## src/shared/acqss_pkg.sv

```systemverilog
package acqss_pkg;
  // sizes
  localparam int unsigned SET_NUM = 32;
  localparam int unsigned IDX_W = 5;
  localparam int unsigned CNT_W = 6;
  localparam int unsigned SHADE_W = 4;
  localparam int unsigned GAIN_W = 8;
  localparam int unsigned EXPO_W = 24;

  // register byte offsets
  localparam logic [7:0] OFF_CTRL = 8'h00;
  localparam logic [7:0] OFF_FEAT = 8'h04;
  localparam logic [7:0] OFF_EDIT_IDX = 8'h08;
  localparam logic [7:0] OFF_TOTAL = 8'h0c;
  localparam logic [7:0] OFF_SHADE = 8'h10;
  localparam logic [7:0] OFF_GAIN = 8'h14;
  localparam logic [7:0] OFF_EXPO = 8'h18;
  localparam logic [7:0] OFF_STATUS = 8'h1c;
  localparam logic [7:0] OFF_REWIND = 8'h20;
  localparam logic [7:0] OFF_BOOT = 8'h24;

  // ctrl fields
  localparam int unsigned CTRL_APPLY_BIT = 0;
  localparam int unsigned CTRL_EDIT_BIT = 1;
  localparam int unsigned CTRL_TRIG_BIT = 2;
  // feature register: pick in [1:0], join flags read back in [10:8]
  localparam int unsigned FEAT_JOIN_BIT = 4;
  localparam int unsigned FEAT_FLAGS_LSB = 8;
  // status: busy flag bit
  localparam int unsigned STAT_BUSY_BIT = 8;

  // defaults: shade, gain and expo also loaded into the edit staging register on entering edit mode, total at reset only
  localparam logic [SHADE_W-1:0] DEF_SHADE = 4'h0;
  localparam logic [GAIN_W-1:0] DEF_GAIN = 8'h01;
  localparam logic [EXPO_W-1:0] DEF_EXPO = 24'h002710;
  localparam logic [CNT_W-1:0] DEF_TOTAL = 6'h01;
  localparam logic [CNT_W-1:0] MAX_TOTAL = 6'h20;

  localparam logic [1:0] RESP_OKAY = 2'b00;
  localparam logic [1:0] RESP_SLVERR = 2'b10;

  typedef enum logic [1:0] {
    FEAT_SHADE = 2'b00,
    FEAT_GAIN = 2'b01,
    FEAT_EXPO = 2'b10
  } acqss_feat_t;

  typedef struct packed {
    logic [SHADE_W-1:0] shade;
    logic [GAIN_W-1:0] gain;
    logic [EXPO_W-1:0] expo;
  } acqss_set_t;

  typedef struct packed {
    logic shade;
    logic gain;
    logic expo;
  } acqss_join_t;
endpackage

```

## src/hdl/acqss_store.sv

```systemverilog
`timescale 1ns/1ps
// parameter set storage: one write port, two read ports
module acqss_store
  import acqss_pkg::*;
#(
  parameter int unsigned DEPTH = SET_NUM
) (
  // clock
  input wire logic clk_i,
  // write port
  input wire logic wr_en_i,
  input wire logic [IDX_W-1:0] wr_idx_i,
  input wire acqss_set_t wr_data_i,
  // read ports
  input wire logic [IDX_W-1:0] rd_a_idx_i,
  output acqss_set_t rd_a_data_o,
  input wire logic [IDX_W-1:0] rd_b_idx_i,
  output acqss_set_t rd_b_data_o
);
  // no reset on the array: contents come from the boot load after reset
  acqss_set_t mem [DEPTH];

  always_ff @(posedge clk_i) begin
    if (wr_en_i) begin
      mem[wr_idx_i] <= wr_data_i;
    end
  end

  always_comb begin
    rd_a_data_o = mem[rd_a_idx_i];
    rd_b_data_o = mem[rd_b_idx_i];
  end
endmodule

```

## src/hdl/acqss_top.sv

```systemverilog
// Added by the designer: register access over AXI4-Lite and the address map.
`timescale 1ns/1ps
// Summary of operation
// - sequencing on with trigger bit set and edit off: each acquisition advances the set
// - thirty-two sets, indexed zero to thirty-one
// - feature picker selects shading, gain or exposure
// - join flag gates feature from active set
// - edit index chooses set receiving written values
// - read-only current set index readout
// - set total one to thirty-two sets rotate
// - rewind returns to set zero any time
// - entering edit enables all, loads defaults
// - after reset, sets restored per boot profile
module acqss_top
  import acqss_pkg::*;
(
  // clock and reset
  input wire logic clk_i,
  input wire logic rst_i,
  // axi4-lite write address
  input wire logic [7:0] s_axi_awaddr,
  input wire logic s_axi_awvalid,
  output logic s_axi_awready,
  // axi4-lite write data
  input wire logic [31:0] s_axi_wdata,
  input wire logic [3:0] s_axi_wstrb,
  input wire logic s_axi_wvalid,
  output logic s_axi_wready,
  // axi4-lite write response
  output logic [1:0] s_axi_bresp,
  output logic s_axi_bvalid,
  input wire logic s_axi_bready,
  // axi4-lite read
  input wire logic [7:0] s_axi_araddr,
  input wire logic s_axi_arvalid,
  output logic s_axi_arready,
  output logic [31:0] s_axi_rdata,
  output logic [1:0] s_axi_rresp,
  output logic s_axi_rvalid,
  input wire logic s_axi_rready,
  // acquisition
  input wire logic acq_start_i,
  // boot restore from non-volatile storage
  output logic boot_req_o,
  output logic [1:0] boot_profile_pick_o,
  output logic [IDX_W-1:0] boot_idx_o,
  input wire logic boot_valid_i,
  input wire acqss_set_t boot_data_i,
  input wire logic boot_done_i,
  // applied parameters
  output acqss_set_t applied_o,
  output acqss_join_t join_o
);
  typedef enum logic [1:0] {
    ST_BOOT = 2'b00,
    ST_RUN = 2'b01
  } acqss_state_t;

  acqss_state_t state_reg;
  logic apply_reg, edit_reg, trig_reg;
  acqss_feat_t pick_reg;
  acqss_join_t join_reg;
  logic [IDX_W-1:0] edit_idx_reg, cur_reg, boot_idx_reg;
  logic [CNT_W-1:0] total_reg;
  logic [1:0] boot_pick_reg;
  acqss_set_t shade_gain_expo_reg;
  acqss_set_t applied_reg;

  // axi handshake state
  logic aw_hold_reg, w_hold_reg;
  logic [7:0] aw_addr_reg;
  logic [31:0] w_data_reg;
  logic [3:0] w_strb_reg;
  logic bvalid_reg, arready_reg, rvalid_reg;
  logic awready_reg, wready_reg;
  logic [1:0] bresp_reg, rresp_reg;
  logic [31:0] rdata_reg;

  logic wr_fire;
  logic edit_entry;
  logic [31:0] wd;
  logic wr_mem;
  logic wr_ok;
  acqss_set_t wr_set, rd_edit, rd_cur;
  logic [IDX_W-1:0] cur_next;

  assign wr_fire = aw_hold_reg && w_hold_reg && !bvalid_reg;
  assign wd = w_data_reg;
  assign edit_entry = wr_fire && aw_addr_reg == OFF_CTRL && w_strb_reg[0] &&
                      wd[CTRL_EDIT_BIT] && !edit_reg;

  // ---------------- write channel ----------------
  always_ff @(posedge clk_i or posedge rst_i) begin
    if (rst_i) begin
      aw_hold_reg <= 1'b0;
      w_hold_reg <= 1'b0;
      awready_reg <= 1'b1;
      wready_reg <= 1'b1;
      aw_addr_reg <= 8'h00;
      w_data_reg <= 32'h00000000;
      w_strb_reg <= 4'h0;
      bvalid_reg <= 1'b0;
      bresp_reg <= RESP_OKAY;
    end else begin
      if (s_axi_awvalid && !aw_hold_reg) begin
        aw_hold_reg <= 1'b1;
        awready_reg <= 1'b0;
        aw_addr_reg <= s_axi_awaddr;
      end
      if (s_axi_wvalid && !w_hold_reg) begin
        w_hold_reg <= 1'b1;
        wready_reg <= 1'b0;
        w_data_reg <= s_axi_wdata;
        w_strb_reg <= s_axi_wstrb;
      end
      if (wr_fire) begin
        aw_hold_reg <= 1'b0;
        w_hold_reg <= 1'b0;
        awready_reg <= 1'b1;
        wready_reg <= 1'b1;
        bvalid_reg <= 1'b1;
        bresp_reg <= wr_ok ? RESP_OKAY : RESP_SLVERR;
      end else if (bvalid_reg && s_axi_bready) begin
        bvalid_reg <= 1'b0;
      end
    end
  end

  always_comb begin
    unique case (aw_addr_reg)
      OFF_CTRL, OFF_FEAT, OFF_EDIT_IDX, OFF_TOTAL, OFF_SHADE, OFF_GAIN, OFF_EXPO,
      OFF_REWIND, OFF_BOOT: wr_ok = 1'b1;
      default: wr_ok = 1'b0;
    endcase
  end

  // ---------------- control registers ----------------
  always_ff @(posedge clk_i or posedge rst_i) begin
    if (rst_i) begin
      apply_reg <= 1'b0;
      edit_reg <= 1'b0;
      trig_reg <= 1'b0;
      pick_reg <= FEAT_SHADE;
      join_reg <= '{shade: 1'b1, gain: 1'b1, expo: 1'b1};
      edit_idx_reg <= '0;
      total_reg <= DEF_TOTAL;
      boot_pick_reg <= 2'b00;
    end else if (wr_fire && w_strb_reg[0]) begin
      unique case (aw_addr_reg)
        OFF_CTRL: begin
          apply_reg <= wd[CTRL_APPLY_BIT];
          edit_reg <= wd[CTRL_EDIT_BIT];
          trig_reg <= wd[CTRL_TRIG_BIT];
          if (edit_entry) begin
            join_reg <= '{shade: 1'b1, gain: 1'b1, expo: 1'b1};
          end
        end
        OFF_FEAT: begin
          if (wd[1:0] != 2'b11) begin
            pick_reg <= acqss_feat_t'(wd[1:0]);
          end
          // participation is frozen while editing
          if (!edit_reg) begin
            unique case (acqss_feat_t'(wd[1:0]))
              FEAT_SHADE: join_reg.shade <= wd[FEAT_JOIN_BIT];
              FEAT_GAIN: join_reg.gain <= wd[FEAT_JOIN_BIT];
              FEAT_EXPO: join_reg.expo <= wd[FEAT_JOIN_BIT];
              default: ;
            endcase
          end
        end
        OFF_EDIT_IDX: edit_idx_reg <= wd[IDX_W-1:0];
        OFF_TOTAL: begin
          if (wd[CNT_W-1:0] != '0 && wd[CNT_W-1:0] <= MAX_TOTAL) begin
            total_reg <= wd[CNT_W-1:0];
          end
        end
        OFF_BOOT: boot_pick_reg <= wd[1:0];
        default: ;
      endcase
    end
  end

  // ---------------- edit staging ----------------
  // staged values only take the defaults; a write updates one field of the edited set and stores
  always_ff @(posedge clk_i or posedge rst_i) begin
    if (rst_i) begin
      shade_gain_expo_reg <= '{shade: DEF_SHADE, gain: DEF_GAIN, expo: DEF_EXPO};
    end else if (edit_entry) begin
      shade_gain_expo_reg <= '{shade: DEF_SHADE, gain: DEF_GAIN, expo: DEF_EXPO};
    end
  end

  always_comb begin
    wr_set = rd_edit;
    wr_mem = 1'b0;
    // the store port belongs to the boot load until it is done
    if (wr_fire && edit_reg && state_reg == ST_RUN) begin
      unique case (aw_addr_reg)
        OFF_SHADE: begin
          wr_set.shade = wd[SHADE_W-1:0];
          wr_mem = 1'b1;
        end
        OFF_GAIN: begin
          wr_set.gain = wd[GAIN_W-1:0];
          wr_mem = 1'b1;
        end
        OFF_EXPO: begin
          wr_set.expo = wd[EXPO_W-1:0];
          wr_mem = 1'b1;
        end
        default: ;
      endcase
    end
  end

  // ---------------- boot restore ----------------
  always_ff @(posedge clk_i or posedge rst_i) begin
    if (rst_i) begin
      state_reg <= ST_BOOT;
      boot_idx_reg <= '0;
    end else begin
      unique case (state_reg)
        ST_BOOT: begin
          if (boot_valid_i) begin
            boot_idx_reg <= boot_idx_reg + 1'b1;
          end
          if (boot_done_i) begin
            state_reg <= ST_RUN;
          end
        end
        ST_RUN: ;
        default: state_reg <= ST_BOOT;
      endcase
    end
  end

  logic st_wr;
  logic [IDX_W-1:0] st_idx;
  acqss_set_t st_data;
  assign st_wr = (state_reg == ST_BOOT) ? boot_valid_i : wr_mem;
  assign st_idx = (state_reg == ST_BOOT) ? boot_idx_reg : edit_idx_reg;
  assign st_data = (state_reg == ST_BOOT) ? boot_data_i : wr_set;

  acqss_store #(
    .DEPTH(SET_NUM)
  ) u_store (
    .clk_i(clk_i),
    .wr_en_i(st_wr),
    .wr_idx_i(st_idx),
    .wr_data_i(st_data),
    .rd_a_idx_i(edit_idx_reg),
    .rd_a_data_o(rd_edit),
    .rd_b_idx_i(cur_next),
    .rd_b_data_o(rd_cur)
  );

  // ---------------- sequencing ----------------
  logic rewind;
  logic step;
  assign rewind = wr_fire && aw_addr_reg == OFF_REWIND && w_strb_reg[0] && wd[0];
  // free-running acquisition never steps the set
  assign step = acq_start_i && apply_reg && trig_reg && !edit_reg &&
                state_reg == ST_RUN;

  always_comb begin
    cur_next = cur_reg;
    if (rewind) begin
      cur_next = '0;
    end else if (step) begin
      if ({1'b0, cur_reg} >= total_reg - 1'b1) begin
        cur_next = '0;
      end else begin
        cur_next = cur_reg + 1'b1;
      end
    end
  end

  always_ff @(posedge clk_i or posedge rst_i) begin
    if (rst_i) begin
      cur_reg <= '0;
    end else begin
      cur_reg <= cur_next;
    end
  end

  // applied set follows the next index so a fresh acquisition sees it at once
  always_ff @(posedge clk_i or posedge rst_i) begin
    if (rst_i) begin
      applied_reg <= '{shade: DEF_SHADE, gain: DEF_GAIN, expo: DEF_EXPO};
    end else if (apply_reg && !edit_reg && state_reg == ST_RUN) begin
      applied_reg <= rd_cur;
    end
  end

  // ---------------- read channel ----------------
  logic [31:0] rd_mux;
  always_comb begin
    rd_mux = 32'h00000000;
    unique case (s_axi_araddr)
      OFF_CTRL: begin
        rd_mux[CTRL_APPLY_BIT] = apply_reg;
        rd_mux[CTRL_EDIT_BIT] = edit_reg;
        rd_mux[CTRL_TRIG_BIT] = trig_reg;
      end
      OFF_FEAT: begin
        rd_mux[1:0] = pick_reg;
        unique case (pick_reg)
          FEAT_SHADE: rd_mux[FEAT_JOIN_BIT] = join_reg.shade;
          FEAT_GAIN: rd_mux[FEAT_JOIN_BIT] = join_reg.gain;
          FEAT_EXPO: rd_mux[FEAT_JOIN_BIT] = join_reg.expo;
          default: ;
        endcase
        rd_mux[FEAT_FLAGS_LSB +: 3] = join_reg;
      end
      OFF_EDIT_IDX: rd_mux[IDX_W-1:0] = edit_idx_reg;
      OFF_TOTAL: rd_mux[CNT_W-1:0] = total_reg;
      OFF_SHADE: rd_mux[SHADE_W-1:0] = rd_edit.shade;
      OFF_GAIN: rd_mux[GAIN_W-1:0] = rd_edit.gain;
      OFF_EXPO: rd_mux[EXPO_W-1:0] = rd_edit.expo;
      OFF_STATUS: begin
        rd_mux[IDX_W-1:0] = cur_reg;
        rd_mux[STAT_BUSY_BIT] = (state_reg == ST_BOOT);
      end
      OFF_BOOT: rd_mux[1:0] = boot_pick_reg;
      default: ;
    endcase
  end

  logic rd_ok;
  assign rd_ok = s_axi_araddr == OFF_CTRL || s_axi_araddr == OFF_FEAT ||
                 s_axi_araddr == OFF_EDIT_IDX || s_axi_araddr == OFF_TOTAL ||
                 s_axi_araddr == OFF_SHADE || s_axi_araddr == OFF_GAIN ||
                 s_axi_araddr == OFF_EXPO || s_axi_araddr == OFF_STATUS ||
                 s_axi_araddr == OFF_REWIND || s_axi_araddr == OFF_BOOT;

  always_ff @(posedge clk_i or posedge rst_i) begin
    if (rst_i) begin
      arready_reg <= 1'b0;
      rvalid_reg <= 1'b0;
      rdata_reg <= 32'h00000000;
      rresp_reg <= RESP_OKAY;
    end else begin
      arready_reg <= 1'b0;
      if (s_axi_arvalid && !arready_reg && !rvalid_reg) begin
        arready_reg <= 1'b1;
        rvalid_reg <= 1'b1;
        rdata_reg <= rd_mux;
        rresp_reg <= rd_ok ? RESP_OKAY : RESP_SLVERR;
      end else if (rvalid_reg && s_axi_rready) begin
        rvalid_reg <= 1'b0;
      end
    end
  end

  // ---------------- outputs ----------------
  logic [1:0] boot_pick_out_reg;
  logic boot_req_reg;
  logic [IDX_W-1:0] boot_idx_out_reg;
  acqss_join_t join_out_reg;
  always_ff @(posedge clk_i or posedge rst_i) begin
    if (rst_i) begin
      boot_req_reg <= 1'b0;
      boot_pick_out_reg <= 2'b00;
      boot_idx_out_reg <= '0;
      join_out_reg <= '{shade: 1'b0, gain: 1'b0, expo: 1'b0};
    end else begin
      boot_req_reg <= (state_reg == ST_BOOT) && !boot_done_i;
      boot_pick_out_reg <= boot_pick_reg;
      boot_idx_out_reg <= boot_idx_reg;
      join_out_reg <= (apply_reg && !edit_reg) ? join_reg : '0;
    end
  end

  assign s_axi_awready = awready_reg;
  assign s_axi_wready = wready_reg;
  assign s_axi_bvalid = bvalid_reg;
  assign s_axi_bresp = bresp_reg;
  assign s_axi_arready = arready_reg;
  assign s_axi_rvalid = rvalid_reg;
  assign s_axi_rdata = rdata_reg;
  assign s_axi_rresp = rresp_reg;
  assign boot_req_o = boot_req_reg;
  assign boot_profile_pick_o = boot_pick_out_reg;
  assign boot_idx_o = boot_idx_out_reg;
  assign applied_o = applied_reg;
  assign join_o = join_out_reg;

  // ---------------- assertions ----------------
  AST_WRAP: assert property (@(posedge clk_i) disable iff (rst_i)
    step && !rewind && {1'b0, cur_reg} == total_reg - 1'b1 |=> cur_reg == '0)
    else $error("set index did not wrap to zero");
  AST_ADVANCE: assert property (@(posedge clk_i) disable iff (rst_i)
    step && !rewind && {1'b0, cur_reg} < total_reg - 1'b1 |=> cur_reg == $past(cur_reg) + 1'b1)
    else $error("set index did not advance");
  AST_REWIND: assert property (@(posedge clk_i) disable iff (rst_i)
    rewind |=> cur_reg == '0)
    else $error("rewind did not return to set zero");
  AST_HOLD: assert property (@(posedge clk_i) disable iff (rst_i)
    !step && !rewind |=> $stable(cur_reg))
    else $error("set index moved without trigger");
  AST_RANGE: assert property (@(posedge clk_i) disable iff (rst_i)
    {1'b0, cur_reg} < total_reg || $changed(total_reg) || $past(total_reg) != total_reg)
    else $error("set index beyond set total");
  AST_TOTAL: assert property (@(posedge clk_i) disable iff (rst_i)
    total_reg != '0 && total_reg <= MAX_TOTAL)
    else $error("set total out of range");
  AST_EDIT_DEF: assert property (@(posedge clk_i) disable iff (rst_i)
    edit_entry |=> join_reg == 3'b111 && shade_gain_expo_reg.expo == DEF_EXPO)
    else $error("edit entry defaults not applied");
  AST_BOOT_REQ: assert property (@(posedge clk_i) disable iff (rst_i)
    state_reg == ST_RUN |=> !boot_req_o)
    else $error("boot request after restore");
  AST_JOIN_OFF: assert property (@(posedge clk_i) disable iff (rst_i)
    !apply_reg |=> join_o == '0)
    else $error("features joined while sequencing off");
  AST_EDIT_STORE: assert property (@(posedge clk_i) disable iff (rst_i)
    wr_mem |-> edit_reg && state_reg == ST_RUN)
    else $error("set store outside edit mode");

  COV_WRAP: cover property (@(posedge clk_i) disable iff (rst_i)
    step && cur_next == '0 && cur_reg != '0);
  COV_REWIND: cover property (@(posedge clk_i) disable iff (rst_i) rewind && cur_reg != '0);
  COV_EDIT: cover property (@(posedge clk_i) disable iff (rst_i) edit_entry ##[1:50] wr_mem);
endmodule

```

## config.mk

```make
export PLATFORM = sky130hd
export DESIGN_NAME = acqss_top
export DESIGN_NICKNAME = d
export VERILOG_FILES = /design/src/shared/acqss_pkg.sv /design/src/hdl/acqss_store.sv /design/src/hdl/acqss_top.sv
export SDC_FILE = /design/constraint.sdc
export NUM_CORES = 2
export LEC_CHECK = 0
export BUFFER_PORTS_ARGS = -buffer_cell sky130_fd_sc_hd__buf_2
export CAP_MARGIN = 30
export CELL_PAD_IN_SITES_DETAIL_PLACEMENT = 1
export CELL_PAD_IN_SITES_GLOBAL_PLACEMENT = 2
export CORE_MARGIN = 2
export CORE_UTILIZATION = 50
export DETAILED_ROUTE_END_ITERATION = 6
export PLACE_DENSITY_LB_ADDON = 0.1
export SETUP_SLACK_MARGIN = 0.15
export SYNTH_ARGS = -nofsm -noshare
export SYNTH_HDL_FRONTEND = slang
export SYNTH_SLANG_ARGS = --single-unit
export TNS_END_PERCENT = 50
```

## constraint.sdc

```tcl
create_clock -name clk_i -period 12 [get_ports clk_i]
set_clock_uncertainty 0.1 [all_clocks]
set_input_delay 3.6 -clock clk_i [delete_from_list [all_inputs] [get_ports clk_i]]
set_output_delay 3.6 -clock clk_i [all_outputs]
set_load 0.01 [all_outputs]
```

**Yosys cells after proc, flatten, opt, wreduce, memory -nomap -nowiden**

Memories as Yosys holds them, arrays and structs flattened. A register that Yosys moved wholly into a read port is not among the register bits.
Cells that the tools add are included.

- Bits in registers: 112
- RAM bits: 1152
- Input port bits: 98
- Output and inout bits: 88
- Logic and storage cells: 182
- Memories kept: 1

Memory list:

| memory | depth | width | rd ports | clocked after memory_dff | wr ports | line | source |
|---|---|---|---|---|---|---|---|
| u_store.mem | 32 | 36 | 2 | 1 | 1 | acqss_store.sv:21 | `acqss_set_t mem [DEPTH];` |

- Add/sub/neg operators: 3
- $lt $le $gt $ge: 2
- Equal/unequal tests: 29
- Multiplexer cells: 49
- Bitwise gates (word level): 1
- Reduce and logical (&&, ||, !) cells: 65

Operator list:

| operator | number |
|---|---|
| $mux 36 | 2 |
| $eq 8x5->1 const B | 7 |
| $eq 8x4->1 const B | 4 |
| $eq 8x6->1 const B | 4 |
| $logic_and 1x1->1 | 26 |
| $mux 24 | 1 |
| $mux 1 | 22 |
| $mux 5 | 4 |
| $pmux 2 s9 | 1 |
| $eq 8x3->1 const B | 2 |
| $logic_not 8->1 | 2 |
| $reduce_and 5->1 | 3 |
| $mux 13 | 1 |
| $pmux 1 s6 | 2 |
| $pmux 2 s2 | 3 |
| $add 5x1->5 const B | 2 |
| $ne 2x2->1 const B | 5 |
| $reduce_and 2->1 | 5 |
| $reduce_bool 2->1 | 5 |
| $logic_or 1x1->1 | 9 |
| $mux 3 | 3 |
| $pmux 1 s3 | 3 |
| $reduce_or 9->1 | 1 |
| $mux 8 | 1 |
| other kinds (16) | 31 |

**Logic depth before layout (Yosys ltp)**

- Depth in word-level cells: 11
- Depth in mapped cells: 18
- Mapped depth without buffers: 14

**Hierarchy**

Synthesis repeated with hierarchy kept, for this count alone.

- Cells, all modules: 4448
- Area total of the unflattened synthesis: 62092.1 sq um

Modules (own cells, without submodules):

| module | times used | cells each | area each (sq um) | sequential area each (sq um) |
|---|---|---|---|---|
| acqss_store | 1 | 3803 | 54923.9 | 34593.2 |
| acqss_top | 1 | 645 | 7168.1 | 3643.5 |

**Least setup slack after synthesis**

Ideal clock, no wire load.

- Path kind: input -> register
- Start point: input port boot_valid_i
- End point: memory u_store.mem[0][0] (netlist bit) (enable)
- Library setup time: 429 ps
- Arrival time: 6002 ps
- Required time: 11471 ps
- Path slack: 5468 ps
- Stages: 5
- Buffers on the path: 0
- Cell sequence: nor2b_1 and4b_1 nor2b_1 nand2_1 nor2_1

- Cells in the longest elaborated chain, start to end: 3

Ends and longest elaborated chain:

| element | line | source |
|---|---|---|
| start: declaration | acqss_top.sv:47 | `input wire logic boot_valid_i,` |
| $mux 1 | acqss_top.sv:241 | `assign st_wr = (state_reg == ST_BOOT) ? boot_valid_i : wr_mem;` |
| $mux 1 | acqss_store.sv:24 | `if (wr_en_i) begin` |
| $mux 1 (not written as such) | acqss_store.sv:25 | `mem[wr_idx_i] <= wr_data_i;` |
| end: declaration | acqss_store.sv:21 |  |

Every way passes these cells.

**Worst setup path after layout**

- Start point: input port acq_start_i
- End point: register, netlist name applied_o[19]

- Cells in the longest elaborated chain, start to end: 6

Ends and longest elaborated chain:

| element | line | source |
|---|---|---|
| start: declaration | acqss_top.sv:42 | `input wire logic acq_start_i,` |
| $logic_and 1x1->1 (4 in a row) | acqss_top.sv:263 | `assign step = acq_start_i && apply_reg && trig_reg && !edit_reg &&` |
| $mux 5 | acqss_top.sv:270 | `end else if (step) begin` |
| $mux 5 | acqss_top.sv:268 | `if (rewind) begin` |

Every way passes these cells.
A chain may end at the register's enable or synchronous reset.

==> impl_metrics.py <==
metrics = {
    "pwr": {
        "p_seq_share_pct": 48.1,
        "p_int_uw": 8530,
        "peakVddDrop_mv": 0.160,
        "p_sw_uw": 3280,
        "pwr-share-comb_pct": 16.1,
        "power_leakage_uw": 0.0217,
        "power.density_nw_per_um2": 175,
        "total_power_uw": 11800,
        "switching_share_pct": 27.8,
        "clkPwrFrac_pct": 35.8,
    },
    "global_routing": {
        "antenna_found_initial": 11,
        "grtUsageTotal_pct": 36.3,
        "grt_overflow_total": 0,
        "grt_pass1_vias": 42415,
        "grt_max_degree": 157,
        "grt_pass1_wl_mm": 313,
    },
    "sta": {
        "finalSetupViolCount": 0,
        "rsz0062_at_grt": "false",
        "slew-limit-headroom_pct": 25.5,
        "fin_crit_sh_pct": 57.5,
        "hold_viol": 0,
        "fmax_mhz": 145,
        "period_needed_ns": 6.89,
        "tightest_slew_ns": 1.12,
        "fin_tns_setup_ns": 0,
        "whs_ns": 0.314,
        "report.final.slew_viol_count": 0,
    },
    "drt": {
        "wire_per_inst_um": 37.5,
        "routed_wl_mm": 222,
        "viasPerCell": 6.98,
        "drt_iter0_drc": 6058,
        "drc": 0,
        "ant_nets": 0,
        "first_pass_iters": 6,
        "vias": 41374,
    },
    "synthesis": {
        "syn_area_um2": 60300,
        "ys.flop_type": "edfxtp_1",
        "yosysMostFrequentCell": "edfxtp_1",
        "netlist_instances": 4115,
        "yosysTopAreaCellShare_pct": 57.3,
        "synth-edff-count": 1152,
        "yosys-top-cells-area": "edfxtp_1 57%, mux4_2 14%, dfrtp_1 5.5%, nand2_1 4.1%, o221ai_1 2.5%",
        "yosysTopAreaCell": "edfxtp_1",
        "ys_types": 78,
        "yosysSeqAreaShare_pct": 63.4,
        "async_flop_share_pct": 11.2,
        "ys_warn_count": 0,
        "syn_avg_cell_area_um2": 14.7,
        "yosys-top-cells-count": "1152 x edfxtp_1, 661 x nand2_1, 362 x mux4_2",
        "ys_ff_latch": 1297,
    },
    "critical_path": {
        "rrSetupSlack_ns": 6.15,
        "crit_path_frequent_cell": "nand2_1",
        "path_cells": "buf_2 > nand2_1 > nor2_1 > nand2_1 > xnor2_1 > nand3_2 > inv_4 > buf_4 > a211oi_1 > o32ai_1 > nor3_2",
        "worstReg2RegStart": "state_reg[0]",
        "end_kind": "flip-flop",
        "critPathCapture": "applied_o[19]",
        "rr_endpoint": "applied_o[19]",
        "worstRegToRegCells": 12,
        "worstPathArrival_ns": 7.43,
        "critPathRequiredTime_ns": 12.54,
        "startpoint_type": "primary input",
        "setup.worst_path.start": "acq_start_i",
        "worstPathMaxFanout": 61,
        "crit_type": "primary input to flip-flop",
        "cpPeakStageDelay_ns": 0.76,
        "critPathSlowestCell": "buf_4",
    },
    "clock_tree": {
        "clkLatencyLatePin_ns": 0.79,
        "cts-root-buf": "clkbuf_16",
        "hold_buffers": 0,
        "post_cts_resize_count": 0,
        "htreeDepth": 4,
        "cts_tree": "built",
        "numCtsBuffers": 140,
        "cts.sinks": 1297,
        "clkTransAtPathRegs_ns": 0.06,
        "cts_buffer_depth": 3,
        "post-cts-setup-buffers": 0,
    },
    "floorplan": {
        "io-pin-count": 186,
        "die_h_um": 351,
        "rows": 127,
        "die_x_um": 351,
        "dieArea_um2": 123000,
        "coreArea_um2": 120000,
        "start_util_pct": 50.3,
    },
    "worst_hold_path": {
        "min_path_type": "flip-flop to flip-flop",
    },
    "place": {
        "post-dp-hpwl_mm": 121,
        "numPortBuffers": 164,
        "dpl-instance-area_um2": 63000,
        "gp_congestion": 0.819,
    },
    "cells_and_area": {
        "regMostFlops": "u_store.mem",
        "syn2layout_area_growth_pct": 11.7,
        "drive_above_1_share_pct": 24.8,
        "fin_nets": 4308,
        "n_antenna_cell": 0,
        "largest_reg_flops": 1152,
        "design_area_um2": 67400,
    },
    "run": {
        "maxCapViolations": 0,
    },
    "run_status": {
        "status": "complete, no violations",
    },
}
## power by group through the flow
stage / sequential [uW] / clock (uW) / combinational (uW)
2_1_floorplan: 5650 / 0 / 1150
3_3_place_gp: 5760 / 0 / 1820
3_5_place_dp: 5770 / 0 / 1860
4_1_cts: 5670 / 4260 / 1870
5_1_grt: 5690 / 4420 / 2010
6_report: 5680 / 4230 / 1910
## layer usage
layer | track usage, % | up-vias | share of wire (%)
met5 | 0 | - | 0.011
li1 | - | 16518 | -
met4 | 12.9 | 4 | 3.8
met2 | 56.8 | 2650 | 46
met1 | 49.6 | 21719 | 38
met3 | 8.85 | 483 | 12
## cells in the final DEF (no fill, tap or decap), drive strengths merged, types with 6 or more instances in the layout
master	instances
nand3b	6
buf	263
mux2	142
dfrtp	133
nand4	8
clkinv	57
inv	19
nand2	663
edfxtp	1152
conb	10
and3	12
a311oi	10
a221oi	8
a31oi	90
o32ai	25
a31o	21
o221ai	172
clkbuf	190
a21oi	33
nor2b	6
o21ai	127
a211oi	38
mux2i	71
nand2b	9
o311ai	11
o22ai	45
nor2	215
nand3	245
dfstp	12
ha	8
nor3	84
xnor2	6
and2	7
mux4	362
## worst min-delay path by stage
stage                                start                     end  slack, ns  cells past startpoint
after global placement    boot_pick_reg[1]  boot_profile_pick_o[1]       0.30                      0
after CTS                 boot_pick_reg[1]  boot_profile_pick_o[1]       0.32                      0
final                     boot_pick_reg[1]  boot_profile_pick_o[1]       0.31                      0
after global routing      boot_pick_reg[0]  boot_profile_pick_o[0]       0.32                      0
after detailed placement  boot_pick_reg[0]  boot_profile_pick_o[0]       0.31                      0
after floorplan           boot_pick_reg[0]  boot_profile_pick_o[0]       0.27                      0
## through the flow
stage	std cells	worst slack, ns	utilization, %
floorplan	4124	4.43	-
global placement	5666	4.47	52.5
detailed placement	5671	4.41	52.6
CTS	5925	5.22	56.2
global route	5926	4.87	56.3
finish	5926	5.11	56.3
## cells by family (layout without fill, tap and decap cells)
group,Yosys count,count (layout),share of synthesized area (%)
flip-flops,1297,1297,63.4
AND/OR/NAND/NOR,1275,1275,9.24
AO/OA/AOI/OAI,604,604,7.14
multiplexers,575,575,17.3
buffers and inverters,344,534,2.55
XOR/XNOR,11,11,0.160
adder cells (fa/ha/maj),8,8,0.166
other,1,10,0.00622
## final cells by class
class | instances | area (um2)
clock buffers | 190 | 3980
inverters | 17 | 81.3
repair buffers | 263 | 1690
fillers | 11304 | 52400
well taps | 1612 | 2020
multi-input cells | 2483 | 20900
clock inverters | 64 | 435
flip-flops and latches | 1297 | 38300
## critical path: cells and delay by family
| kind | cells | cell delay (ns) |
|---|---|---|
| AOI/OAI and AO/OA | 2 | 0.69 |
| xor gates and xnor gates | 1 | 0.23 |
| buffers and inverters | 3 | 1.50 |
| and+or+nand+nor | 5 | 1.32 |
No activity file was read; power rests on OpenSTA's default activity.
